<file path="config.mk">
export PLATFORM = sky130hd
export DESIGN_NAME = sram_cycle_ctrl
export DESIGN_NICKNAME = d
export VERILOG_FILES = /design/src/logic/sram_pkg.sv /design/src/logic/stream_if.sv /design/src/logic/sram_cycle_ctrl.sv /design/src/logic/write_queue.sv
export SDC_FILE = /design/constraint.sdc
export NUM_CORES = 2
export LEC_CHECK = 0
export ABC_AREA = 1
export BUFFER_PORTS_ARGS = -buffer_cell sky130_fd_sc_hd__buf_4
export CAP_MARGIN = 5
export CORE_MARGIN = 5
export CORE_UTILIZATION = 60
export DETAILED_ROUTE_END_ITERATION = 12
export PLACE_DENSITY = 0.8
export SETUP_SLACK_MARGIN = 0.05
export SYNTH_ARGS = -nofsm -noshare
export SYNTH_HDL_FRONTEND = slang
export SYNTH_SLANG_ARGS = --single-unit
</file>
<file path="constraint.sdc">
create_clock -name ref_clk -period 8 [get_ports ref_clk]
set_clock_uncertainty 0.1 [all_clocks]
set_input_delay 0.8 -clock ref_clk [delete_from_list [all_inputs] [get_ports ref_clk]]
set_output_delay 0.8 -clock ref_clk [all_outputs]
set_load 0.02 [all_outputs]
</file>
<file path="src/logic/sram_pkg.sv">
// shared constants and types for the pipelined burst sram cycle control
package sram_pkg;

  // ----------------------------------------------------------------
  // geometry
  // ----------------------------------------------------------------
  localparam int ADDR_W_DEF = 17;
  localparam int LANES_DEF = 4;
  localparam int LANE_BITS = 8;
  localparam int FIFO_DEPTH_DEF = 32;
  localparam int BURST_LOW_W = 2;

  // ----------------------------------------------------------------
  // timing
  // ----------------------------------------------------------------
  localparam int CLK_PERIOD_PS = 5000;
  // sleep entry and exit are both two clock periods
  localparam int SLEEP_ENTRY_PS = 2 * CLK_PERIOD_PS;
  localparam int SLEEP_EXIT_PS = 2 * CLK_PERIOD_PS;
  localparam logic [1:0] SLEEP_ENTRY_CYCLES = 2'((SLEEP_ENTRY_PS + CLK_PERIOD_PS - 1) / CLK_PERIOD_PS);
  localparam logic [1:0] SLEEP_EXIT_CYCLES = 2'((SLEEP_EXIT_PS + CLK_PERIOD_PS - 1) / CLK_PERIOD_PS);

  // ----------------------------------------------------------------
  // encodings and reset values
  // ----------------------------------------------------------------
  localparam logic BURST_ORDER_LINEAR = 1'b0;
  localparam logic [1:0] BEAT_FIRST = 2'h0;
  localparam logic [1:0] BEAT_STEP = 2'h1;

  typedef enum logic [2:0] {
    CYC_DESELECT,
    CYC_READ,
    CYC_DUMMY_READ,
    CYC_WRITE,
    CYC_WRITE_ABORT,
    CYC_STALL,
    CYC_SNOOZE
  } cycle_t;

  typedef enum logic [1:0] {
    BURST_NONE,
    BURST_READ,
    BURST_WRITE
  } burst_t;

endpackage

</file>
<file path="src/logic/stream_if.sv">
// valid/ready carrier between the cycle control and its write queue
`timescale 1ns/1ps
interface stream_if #(parameter int W = 8);
  logic in_valid;
  logic in_ready;
  logic [W-1:0] in_data;
  logic out_valid;
  logic out_ready;
  logic [W-1:0] out_data;
  modport fill (output in_valid, output in_data, output out_ready,
                input in_ready, input out_valid, input out_data);
  modport store (input in_valid, input in_data, input out_ready,
                 output in_ready, output out_valid, output out_data);
endinterface

</file>
<file path="src/logic/sram_cycle_ctrl.sv">
// cycle decode, burst sequencing and data lane control of a pipelined burst sram
// ----------------------------------------------------------------
// ----------------------------------------------------------------
`timescale 1ns/1ps
module sram_cycle_ctrl
  import sram_pkg::*;
#(
  parameter int ADDR_W = ADDR_W_DEF,
  parameter int LANES = LANES_DEF,
  parameter int FIFO_DEPTH = FIFO_DEPTH_DEF
) (
  // clock, reset, enable
  input wire logic ref_clk,
  input wire logic srst,
  input wire logic clk_en,
  // bus control
  input wire logic chip_sel1_n,
  input wire logic chip_sel2,
  input wire logic chip_sel3_n,
  input wire logic advance_load_select,
  input wire logic write_strobe_n,
  input wire logic [LANES-1:0] byte_lane_write_n,
  input wire logic out_enable_n,
  input wire logic clock_qualify_n,
  input wire logic sleep_request,
  input wire logic burst_order,
  input wire logic [ADDR_W-1:0] addr,
  // data and parity lanes
  input wire logic [LANES*LANE_BITS-1:0] data_in,
  input wire logic [LANES-1:0] parity_io_lanes_in,
  output logic [LANES*LANE_BITS-1:0] data_out,
  output logic [LANES-1:0] parity_io_lanes_out,
  output logic lane_oe,
  // array read port
  output logic array_rd_en,
  output logic [ADDR_W-1:0] array_rd_addr,
  input wire logic [LANES*(LANE_BITS+1)-1:0] array_rd_data,
  // array write port, fed from the write queue
  output logic array_wr_valid,
  output logic [ADDR_W-1:0] array_wr_addr,
  output logic [LANES-1:0] array_wr_lane_mask,
  output logic [LANES*(LANE_BITS+1)-1:0] array_wr_data,
  input wire logic array_wr_ready,
  // status
  output logic queue_full,
  output logic write_dropped,
  output logic snooze_active,
  output cycle_t cycle_kind
);

  localparam int DW = LANES * (LANE_BITS + 1);
  localparam int FW = ADDR_W + LANES + DW;

  initial begin
    if (ADDR_W < BURST_LOW_W + 1 || LANES < 1 || FIFO_DEPTH < 2) begin
      $error("sram_cycle_ctrl parameters out of range");
    end
  end

  // ----------------------------------------------------------------
  // burst address sequencing
  // ----------------------------------------------------------------
  function automatic logic [1:0] burst_low(input logic [1:0] first, input logic [1:0] beat, input logic order);
    if (order == BURST_ORDER_LINEAR) begin
      burst_low = first + beat;
    end else begin
      burst_low = first ^ beat;
    end
  endfunction

  function automatic logic is_read(input cycle_t k);
    is_read = (k == CYC_READ) || (k == CYC_DUMMY_READ);
  endfunction

  // ----------------------------------------------------------------
  // decode
  // ----------------------------------------------------------------
  logic cs_all;
  logic qual;
  logic blocked;
  logic cmd_ok;
  logic [1:0] recover_cnt_reg;
  logic [1:0] entry_cnt_reg;
  logic sleep_prev_reg;
  burst_t burst_reg;
  logic [ADDR_W-1:0] base_reg;
  logic [1:0] beat_reg;
  cycle_t p1_kind_reg;
  logic [ADDR_W-1:0] p1_addr_reg;
  logic [LANES-1:0] p1_lanes_reg;
  cycle_t p2_kind_reg;
  logic [ADDR_W-1:0] p2_addr_reg;
  logic [LANES-1:0] p2_lanes_reg;
  logic drive_pending_reg;
  logic drive_next;
  logic [LANES*LANE_BITS-1:0] data_out_reg;
  logic [LANES-1:0] parity_out_reg;
  logic lane_oe_reg;
  logic array_rd_en_reg;
  logic [ADDR_W-1:0] array_rd_addr_reg;
  logic write_dropped_reg;
  logic snooze_reg;
  cycle_t cycle_kind_reg;
  logic push;

  cycle_t dec_kind;
  burst_t dec_burst;
  logic [ADDR_W-1:0] dec_addr;
  logic [ADDR_W-1:0] dec_base;
  logic [1:0] dec_beat;
  logic [1:0] next_beat;

  assign cs_all = ~chip_sel1_n & chip_sel2 & ~chip_sel3_n;
  assign qual = clk_en & ~clock_qualify_n;
  // recovery keeps commands out; the controller must hold selects off anyway
  assign blocked = sleep_request | (recover_cnt_reg != 2'h0);
  assign cmd_ok = qual & ~blocked;
  assign next_beat = beat_reg + BEAT_STEP;

  always_comb begin
    dec_kind = CYC_DESELECT;
    dec_burst = BURST_NONE;
    dec_base = base_reg;
    dec_beat = next_beat;
    dec_addr = {base_reg[ADDR_W-1:BURST_LOW_W], burst_low(base_reg[1:0], next_beat, burst_order)};
    if (!advance_load_select) begin
      dec_base = addr;
      dec_beat = BEAT_FIRST;
      dec_addr = addr;
      if (!cs_all) begin
        dec_kind = CYC_DESELECT;
      end else if (write_strobe_n) begin
        dec_burst = BURST_READ;
        dec_kind = out_enable_n ? CYC_DUMMY_READ : CYC_READ;
      end else begin
        dec_burst = BURST_WRITE;
        dec_kind = (&byte_lane_write_n) ? CYC_WRITE_ABORT : CYC_WRITE;
      end
    end else begin
      // selects and strobe are ignored while a burst continues
      case (burst_reg)
        BURST_READ: begin
          dec_burst = BURST_READ;
          dec_kind = out_enable_n ? CYC_DUMMY_READ : CYC_READ;
        end
        BURST_WRITE: begin
          dec_burst = BURST_WRITE;
          dec_kind = (&byte_lane_write_n) ? CYC_WRITE_ABORT : CYC_WRITE;
        end
        default: begin
          dec_kind = CYC_DESELECT;
        end
      endcase
    end
  end

  // ----------------------------------------------------------------
  // burst state and first pipeline stage
  // ----------------------------------------------------------------
  always_ff @(posedge ref_clk) begin
    if (srst) begin
      burst_reg <= BURST_NONE;
      base_reg <= '0;
      beat_reg <= BEAT_FIRST;
      p1_kind_reg <= CYC_DESELECT;
      p1_addr_reg <= '0;
      p1_lanes_reg <= '0;
    end else if (clk_en && blocked) begin
      burst_reg <= BURST_NONE;
      p1_kind_reg <= CYC_DESELECT;
    end else if (cmd_ok) begin
      burst_reg <= dec_burst;
      base_reg <= dec_base;
      beat_reg <= dec_beat;
      p1_kind_reg <= dec_kind;
      p1_addr_reg <= dec_addr;
      p1_lanes_reg <= ~byte_lane_write_n;
    end
  end

  always_ff @(posedge ref_clk) begin
    if (srst) begin
      array_rd_en_reg <= 1'b0;
      array_rd_addr_reg <= '0;
    end else if (clk_en && blocked) begin
      array_rd_en_reg <= 1'b0;
    end else if (cmd_ok) begin
      array_rd_en_reg <= is_read(dec_kind);
      array_rd_addr_reg <= dec_addr;
    end
  end

  // ----------------------------------------------------------------
  // second stage: read data out, write data in
  // ----------------------------------------------------------------
  always_ff @(posedge ref_clk) begin
    if (srst) begin
      p2_kind_reg <= CYC_DESELECT;
      p2_addr_reg <= '0;
      p2_lanes_reg <= '0;
    end else if (clk_en && sleep_request) begin
      p2_kind_reg <= CYC_DESELECT;
    end else if (qual) begin
      p2_kind_reg <= p1_kind_reg;
      p2_addr_reg <= p1_addr_reg;
      p2_lanes_reg <= p1_lanes_reg;
    end
  end

  // a read of a word still waiting in the queue returns the older array contents
  always_ff @(posedge ref_clk) begin
    if (srst) begin
      drive_pending_reg <= 1'b0;
      data_out_reg <= '0;
      parity_out_reg <= '0;
    end else if (clk_en && sleep_request) begin
      drive_pending_reg <= 1'b0;
    end else if (qual) begin
      drive_pending_reg <= is_read(p1_kind_reg);
      if (is_read(p1_kind_reg)) begin
        for (int i = 0; i < LANES; i++) begin
          data_out_reg[i*LANE_BITS +: LANE_BITS] <= array_rd_data[i*(LANE_BITS+1) +: LANE_BITS];
          parity_out_reg[i] <= array_rd_data[i*(LANE_BITS+1) + LANE_BITS];
        end
      end
    end
  end

  always_comb begin
    drive_next = drive_pending_reg;
    if (sleep_request) begin
      drive_next = 1'b0;
    end else if (qual) begin
      drive_next = is_read(p1_kind_reg) && (p1_kind_reg != CYC_WRITE);
    end
  end

  // output enable is sampled every enabled edge, stalls included, so it is never frozen
  always_ff @(posedge ref_clk) begin
    if (srst) begin
      lane_oe_reg <= 1'b0;
    end else if (clk_en) begin
      lane_oe_reg <= drive_next & ~out_enable_n;
    end
  end

  // ----------------------------------------------------------------
  // write queue
  // ----------------------------------------------------------------
  stream_if #(.W(FW)) wq ();
  logic [DW-1:0] wr_word;

  always_comb begin
    wr_word = '0;
    for (int i = 0; i < LANES; i++) begin
      wr_word[i*(LANE_BITS+1) +: LANE_BITS] = data_in[i*LANE_BITS +: LANE_BITS];
      wr_word[i*(LANE_BITS+1) + LANE_BITS] = parity_io_lanes_in[i];
    end
  end

  assign push = qual & ~sleep_request & (p2_kind_reg == CYC_WRITE);
  assign wq.in_valid = push;
  assign wq.in_data = {p2_addr_reg, p2_lanes_reg, wr_word};
  assign wq.out_ready = array_wr_ready;

  write_queue #(.W(FW), .DEPTH(FIFO_DEPTH)) u_queue (
    .ref_clk(ref_clk),
    .srst(srst),
    .clk_en(clk_en),
    .s(wq)
  );

  always_ff @(posedge ref_clk) begin
    if (srst) begin
      write_dropped_reg <= 1'b0;
    end else if (clk_en && push && !wq.in_ready) begin
      write_dropped_reg <= 1'b1;
    end
  end

  // ----------------------------------------------------------------
  // sleep entry and recovery
  // ----------------------------------------------------------------
  always_ff @(posedge ref_clk) begin
    if (srst) begin
      entry_cnt_reg <= 2'h0;
      recover_cnt_reg <= 2'h0;
      sleep_prev_reg <= 1'b0;
      snooze_reg <= 1'b0;
    end else if (clk_en) begin
      sleep_prev_reg <= sleep_request;
      if (sleep_request) begin
        recover_cnt_reg <= 2'h0;
        if (entry_cnt_reg != SLEEP_ENTRY_CYCLES) begin
          entry_cnt_reg <= entry_cnt_reg + 2'h1;
        end
        if (entry_cnt_reg == SLEEP_ENTRY_CYCLES - 2'h1) begin
          snooze_reg <= 1'b1;
        end
      end else begin
        entry_cnt_reg <= 2'h0;
        if (sleep_prev_reg) begin
          recover_cnt_reg <= SLEEP_EXIT_CYCLES;
        end else if (recover_cnt_reg != 2'h0) begin
          recover_cnt_reg <= recover_cnt_reg - 2'h1;
        end
        if (!sleep_prev_reg && recover_cnt_reg == 2'h1) begin
          snooze_reg <= 1'b0;
        end
      end
    end
  end

  always_ff @(posedge ref_clk) begin
    if (srst) begin
      cycle_kind_reg <= CYC_DESELECT;
    end else if (clk_en) begin
      if (sleep_request) begin
        cycle_kind_reg <= CYC_SNOOZE;
      end else if (clock_qualify_n) begin
        cycle_kind_reg <= CYC_STALL;
      end else if (blocked) begin
        cycle_kind_reg <= CYC_DESELECT;
      end else begin
        cycle_kind_reg <= dec_kind;
      end
    end
  end

  // ----------------------------------------------------------------
  // outputs
  // ----------------------------------------------------------------
  assign data_out = data_out_reg;
  assign parity_io_lanes_out = parity_out_reg;
  assign lane_oe = lane_oe_reg;
  assign array_rd_en = array_rd_en_reg;
  assign array_rd_addr = array_rd_addr_reg;
  assign array_wr_valid = wq.out_valid;
  assign array_wr_addr = wq.out_data[FW-1 -: ADDR_W];
  assign array_wr_lane_mask = wq.out_data[DW +: LANES];
  assign array_wr_data = wq.out_data[DW-1:0];
  assign queue_full = ~wq.in_ready;
  assign write_dropped = write_dropped_reg;
  assign snooze_active = snooze_reg;
  assign cycle_kind = cycle_kind_reg;
endmodule // sram_cycle_ctrl

</file>
<file path="src/logic/write_queue.sv">
// parameterised fifo with a registered output stage
`timescale 1ns/1ps
module write_queue #(
  parameter int W = 8,
  parameter int DEPTH = 32
) (
  // clock and control
  input wire logic ref_clk,
  input wire logic srst,
  input wire logic clk_en,
  // stream
  stream_if.store s
);

  localparam int PW = $clog2(DEPTH);
  localparam logic [PW:0] DEPTH_C = (PW+1)'(DEPTH);

  initial begin
    if (DEPTH < 2 || (DEPTH & (DEPTH - 1)) != 0) begin
      $error("write_queue depth must be a power of two of at least 2");
    end
  end

  logic [W-1:0] mem [DEPTH];
  logic [PW-1:0] wptr_reg;
  logic [PW-1:0] rptr_reg;
  logic [PW:0] count_reg;
  logic [PW:0] count_next;
  logic full_reg;
  logic out_valid_reg;
  logic [W-1:0] out_data_reg;
  logic push;
  logic pop;

  assign push = s.in_valid & ~full_reg;
  assign pop = (count_reg != '0) & (~out_valid_reg | s.out_ready);
  assign s.in_ready = ~full_reg;
  assign s.out_valid = out_valid_reg;
  assign s.out_data = out_data_reg;

  always_comb begin
    count_next = count_reg;
    if (push && !pop) begin
      count_next = count_reg + 1'b1;
    end else if (pop && !push) begin
      count_next = count_reg - 1'b1;
    end
  end

  always_ff @(posedge ref_clk) begin
    if (clk_en && push) begin
      mem[wptr_reg] <= s.in_data;
    end
  end

  always_ff @(posedge ref_clk) begin
    if (srst) begin
      wptr_reg <= '0;
      rptr_reg <= '0;
      count_reg <= '0;
      full_reg <= 1'b0;
    end else if (clk_en) begin
      if (push) wptr_reg <= wptr_reg + 1'b1;
      if (pop) rptr_reg <= rptr_reg + 1'b1;
      count_reg <= count_next;
      full_reg <= (count_next == DEPTH_C);
    end
  end

  always_ff @(posedge ref_clk) begin
    if (srst) begin
      out_valid_reg <= 1'b0;
      out_data_reg <= '0;
    end else if (clk_en) begin
      if (pop) begin
        out_valid_reg <= 1'b1;
        out_data_reg <= mem[rptr_reg];
      end else if (s.out_ready) begin
        out_valid_reg <= 1'b0;
      end
    end
  end

endmodule // write_queue

</file>
* Word-level counts from Yosys, hierarchy flattened
Memory sizes are Yosys's and may differ from the RTL's. A register that Yosys moved wholly into a read port is not among the register bits.
Index checks and enable logic that the tools add are counted.
** Storage, ports and cells
- Logic and storage cells :: 136
- Memories kept :: 1
- Bits of input ports :: 106
- Memory bits (writable) :: 1824
- Flip-flop bits (word level) :: 136
- Output and inout bits :: 119
** Memories
- u_queue.mem :: words 32, width 57, read ports 1, clocked after Yosys merged registers in 1, write ports 1, line write_queue.sv:24 : logic [W-1:0] mem [DEPTH];
** Operators by class
- Equality and inequality tests :: 14
- $add $sub $neg :: 8
- Muxes and demuxes :: 32
- Reduce and logical (&&, ||, !) cells :: 32
- Bitwise logic cells :: 24
** Operator list (count)
- 2-bit 2-to-1 mux :: 11
- 3-bit 2-to-1 mux :: 7
- 17-bit 2-to-1 mux :: 1
- 2-bit AND reduction :: 7
- 6-bit 2-to-1 mux :: 2
- 1-bit inverter :: 11
- 5-bit by 1-bit adder with 5-bit output (second input constant) :: 2
- 1-bit bitwise AND :: 9
- 3-bit by 2-bit equality test with 1-bit output (second input constant) :: 3
- 1-bit logical AND :: 9
- 1-bit 2-to-1 mux :: 9
- 3-bit AND reduction :: 3
- 6-bit by 1-bit adder with 6-bit output (second input constant) :: 1
- 2-bit by 1-bit equality test with 1-bit output (second input constant) :: 3
- 3-bit by 1-bit equality test with 1-bit output (second input constant) :: 2
- 6-bit equality test (second input constant) :: 1
- 3-bit one-hot mux with 2 select lines :: 1
- 2-bit nonzero test :: 3
- 6-bit nonzero test :: 1
- 6-bit by 1-bit subtractor with 6-bit output (second input constant) :: 1
- 2-bit by 1-bit adder with 2-bit output (second input constant) :: 2
- 2-bit by 1-bit != test with 1-bit output (second input constant) :: 2
- 4-bit inverter :: 1
- 2-bit one-hot mux with 2 select lines :: 1
- 12 further kinds :: 17

* Longest topological paths before layout
- Depth after elaboration :: 10
- Gate-level depth with buffers :: 13

* By module
From an unflattened synthesis, not the netlist that was laid out.
** Unflattened totals
- Cells, all modules :: 6474
- Area, all modules :: 79304.8 um2
** Modules (own cells, without submodules)
- write_queue :: cells an instance 5886, area an instance 74761.7 um2, times used 1
- sram_cycle_ctrl :: cells an instance 588, area an instance 4543.1 um2, times used 1

* Least setup slack after synthesis
Ideal clock, no wire load.
- Kind :: in2reg
- Start point :: in clock_qualify_n
- End point :: mem u_queue.mem[31][0] (netlist bit) (enable)
- Setup slack :: 1891 ps
- Setup time :: 545 ps
- Stages :: 7
- Buffers on the path :: 0
- Arrival :: 5465 ps
- Cells stage by stage :: inv_1 -> nand2_1 -> nor2_2 -> nand3b_1 -> inv_1 -> nand2_1 -> nor3_1
** On the way
- Longest elaborated chain between the ends :: 8
** RTL lines
- from (decl) :: line sram_cycle_ctrl.sv:24 : input wire logic clock_qualify_n,
- 1-bit inverter :: line sram_cycle_ctrl.sv:114 : assign qual = clk_en & ~clock_qualify_n;
- 1-bit bitwise AND :: line sram_cycle_ctrl.sv:114
- 1-bit bitwise AND (2 in series) :: line sram_cycle_ctrl.sv:261 : assign push = qual & ~sleep_request & (p2_kind_reg == CYC_WRITE);
- 1-bit bitwise AND :: line write_queue.sv:35 : assign push = s.in_valid & ~full_reg;
- 1-bit logical AND :: line write_queue.sv:51 : if (clk_en && push) begin
- 1-bit 2-to-1 mux :: line write_queue.sv:51
- 1-bit 2-to-1 mux (implied by the code) :: line write_queue.sv:52 : mem[wptr_reg] <= s.in_data;
- to (decl) :: line write_queue.sv:24
No other way between the ends.

* Final worst setup path
- Start point :: in clk_en
- End point :: mem u_queue.mem[13][39] (netlist bit) (enable)
** On the way
- Longest elaborated chain between the ends :: 7
** RTL lines
- from (decl) :: line sram_cycle_ctrl.sv:15 : input wire logic clk_en,
- 1-bit bitwise AND :: line sram_cycle_ctrl.sv:114
- 1-bit bitwise AND (2 in series) :: line sram_cycle_ctrl.sv:261
- 1-bit bitwise AND :: line write_queue.sv:35
- 1-bit logical AND (*) :: line write_queue.sv:51
- 1-bit 2-to-1 mux (*) :: line write_queue.sv:51
- 1-bit 2-to-1 mux (implied by the code) (*) :: line write_queue.sv:52
Every way passes the cells marked *; elsewhere a longest branch is shown, timed or not.

==> results_dict.tcl <==
set metrics [dict create \
    syn_avg_cell_area_um2 12.53 \
    vias 52990 \
    dp_hpwl_um 108400 \
    ant_nets 0 \
    dr_wl_met3_um 26790 \
    timing.rr.end "u_queue.s.out_data[34]" \
    route.top_layer_used "met5" \
    setup_viol 0 \
    min_period_ns 4.676 \
    pwr-share-comb_pct 9.8 \
    synthTopCellsByCount "edfxtp_1 (1,824), nor2_1 (1,290), o21ai_0 (837)" \
    tns_ns 0 \
    dr_wl_met2_um 97910 \
    io_pins 225 \
    antennaDiodeCount 0 \
    cp_cell_sequence "buf_4 -> nand2_1 -> nor2_2 -> nand3b_1 -> inv_1 -> nand2_1 -> nor2_4 -> buf_4" \
    switchingPower_mw 5.598 \
    switching_share_pct 24.76 \
    grt_start_max_net_pins 223 \
    areaGrowthSynthToFinish_pct 11.35 \
    max-vdd-ir-drop_v 0.0002292 \
    rsz0062_at_grt "no" \
    gp_congestion 0.8281 \
    nFillCells 8574 \
    clkTransAtPathRegs_ns 0.06 \
    worst_pin_slew_ns 1.364 \
    finalCritPeriodShare_pct 58.45 \
    yosysMostFrequentCell "edfxtp_1" \
    crit_path_start_kind "input pin" \
    slew_headroom_pct 8.915 \
    timing.max_cap.violations 0 \
    min_from "byte_lane_write_n[2]" \
    cts_resized 0 \
    dieArea_um2 138400 \
    clock_power_share_pct 38.7 \
    outcome "complete, no violations" \
    async_flop_share_pct 0 \
    synth.area.top_cells "edfxtp_1 (70%), nor2_1 (6.2%), o21ai_0 (5.3%), dfxtp_1 (4.9%), nand2_1 (2.4%)" \
    rr_startpoint "u_queue.rptr_reg[0]" \
    cp-end-kind "register" \
    design_area_um2 87540 \
    netlist_area_um2 78620 \
    drcViolationCount 0 \
    required_ns 8.36 \
    root_buffer "clkbuf_16" \
    cts_tree "done" \
    die_x_um 372.0 \
    worstSkewPairLatency_ns 0.84 \
    worstRegToRegCells 11 \
    via_per_inst 6.423 \
    r2r_slack_ns 3.35 \
    max_freq_mhz 213.9 \
    wl_per_cell_um 25.29 \
    numCtsBuffers 190 \
    cts_max_level 4 \
    antenna_found_initial 5 \
    final_max_slew_viol_count 0 \
    critPathKind "input pin to register" \
    port_buffers 224 \
    place_area_um2 81460 \
    yosysTopAreaCellShare_pct 69.67 \
    clockBufferDepth 3 \
    drtIter0Drc 8046 \
    cp_top_family "simple AND/OR/NAND/NOR gates" \
    layout-drive-gt1-share_pct 9.789 \
    grt.total_usage_pct 29.77 \
    ys.flop_type "edfxtp_1" \
    postCtsHoldBufs 0 \
    largest_reg_flops 1824 \
    powerDensity_nw_per_um2 258.3 \
    yosys_register_bits 2017 \
    placement_rows 132 \
    fin_nets 6463 \
    syn-num-nets 6398 \
    grt_overflow 0 \
    hold_end "p1_lanes_reg[2]" \
    m1WireLength_um 75200 \
    cellLeakagePower_nw 28.93 \
    cp_max_fo 31 \
    die_h_um 372.0 \
    hold_path_depth 2 \
    drt_pass1_iterations 7 \
    grt_pass1_vias 50990 \
    hold_path.class "input pin to register" \
    crit_arrival_ns 5.04 \
    core_area_um2 129800 \
    routed_wl_um 208600 \
    yosysSeqAreaShare_pct 74.59 \
    seq_power_share_pct 51.5 \
    cts_num_sinks 2017 \
    worst_path_max_delay_cell "nor2_4" \
    power.internal_mw 17.01 \
    start_util_pct 60.56 \
    seq_area_um2 58650 \
    grt_pass1_wl_um 309600 \
    ys_warn_count 0 \
    synth_edf_count 1824 \
    post_cts_buffers 0 \
    cp.buffers_inverters 3 \
    netlist.top_cell.by_area "edfxtp_1" \
    multi_input_area_um2 17920 \
    critPathMaxStageDelay_ns 1.03 \
    synthDistinctLibCells 32 \
    final-hold-violation-count 0 \
    netlist_instances 6276 \
]
==> metrics by stage <==
step,setup WS [ns],hold WS [ns],std cells,total power [mW],util [%]
after floorplan,1.891,0.3391,6276,13.28,-
after global placement,2.773,0.3404,7891,13.94,62.75
after detailed placement,2.611,0.3493,7891,14.01,62.75
after CTS,3.477,0.02964,8249,22.60,67.43
after global routing,3.173,0.05739,8249,23.32,67.43
final,3.324,0.06565,8249,22.61,67.43
==> logic make-up after synthesis <==
| group | after synthesis | synth area share [%] |
|---|---|---|
| buffers and inverters | 503 | 2.922 |
| and+or+nand+nor | 2064 | 10.40 |
| DFF | 2017 | 74.59 |
| adders and majority gates | 16 | 0.2546 |
| AOI/OAI and AO/OA | 1666 | 11.73 |
| xor gates and xnor gates | 10 | 0.1114 |
==> metal layers <==
layer	global-route usage [%]	up-vias
li1	-	23040
met5	0	-
met3	6.789	541
met1	40.44	25600
met2	47.12	3802
met4	12.34	4
==> power groups by stage <==
stage / combinational, mW / clock, mW / sequential (mW)
4_1_cts: 2.18 / 8.79 / 11.6
3_3_place_gp: 2.09 / 0 / 11.9
6_report: 2.22 / 8.76 / 11.6
3_5_place_dp: 2.15 / 0 / 11.9
2_1_floorplan: 1.43 / 0 / 11.9
5_1_grt: 2.42 / 9.27 / 11.6
==> area by class of cell <==
cell class,count,area share [%]
clock inverter,93,0.9362
timing repair buffer,309,2.764
multi-input combinational,3756,20.47
sequential,2017,67.00
clock buffer,265,6.008
inverter,67,0.3245
tap,1742,2.490
==> cells in the final DEF (no fill, tap or decap), drive strengths merged <==
cell and n:
buf 309, nor3b 1, edfxtp 1824, inv 72, a211oi 4, a31oi 18
xor2 9, nor2 1294, nand3 186, clkbuf 265, nand4 63, clkinv 77
nand3b 2, a21oi 168, nor3 8, xnor2 1, clkinvlp 4, o211ai 230
dfxtp 193, o21ai 1027, or2 1, ha 16, o22ai 219, bufinv 7
nand2 509
==> worst max path at each step <==
stage	start	end	depth (start not counted)
2_1_floorplan	clock_qualify_n	u_queue.mem[31][0]	7
3_3_place_gp	clk_en	u_queue.mem[10][33]	8
3_5_place_dp	clk_en	u_queue.mem[10][33]	8
4_1_cts	clk_en	u_queue.mem[10][52]	8
5_1_grt	clk_en	u_queue.mem[10][33]	8
6_report	clk_en	u_queue.mem[13][39]	8
==> worst register-to-register path: stages (launching register included) <==
cell and delay (ns):
dfxtp_4 0.70, buf_12 0.73, buf_4 0.85, buf_4 0.84
nor2_1 0.28, nor2_1 0.16, o21ai_0 0.15, o211ai_1 0.13
nand3_1 0.13, nand4_1 0.23, nand3_1 0.12, a21oi_1 0.17
Note: power is estimated with default switching activity, not from simulation.
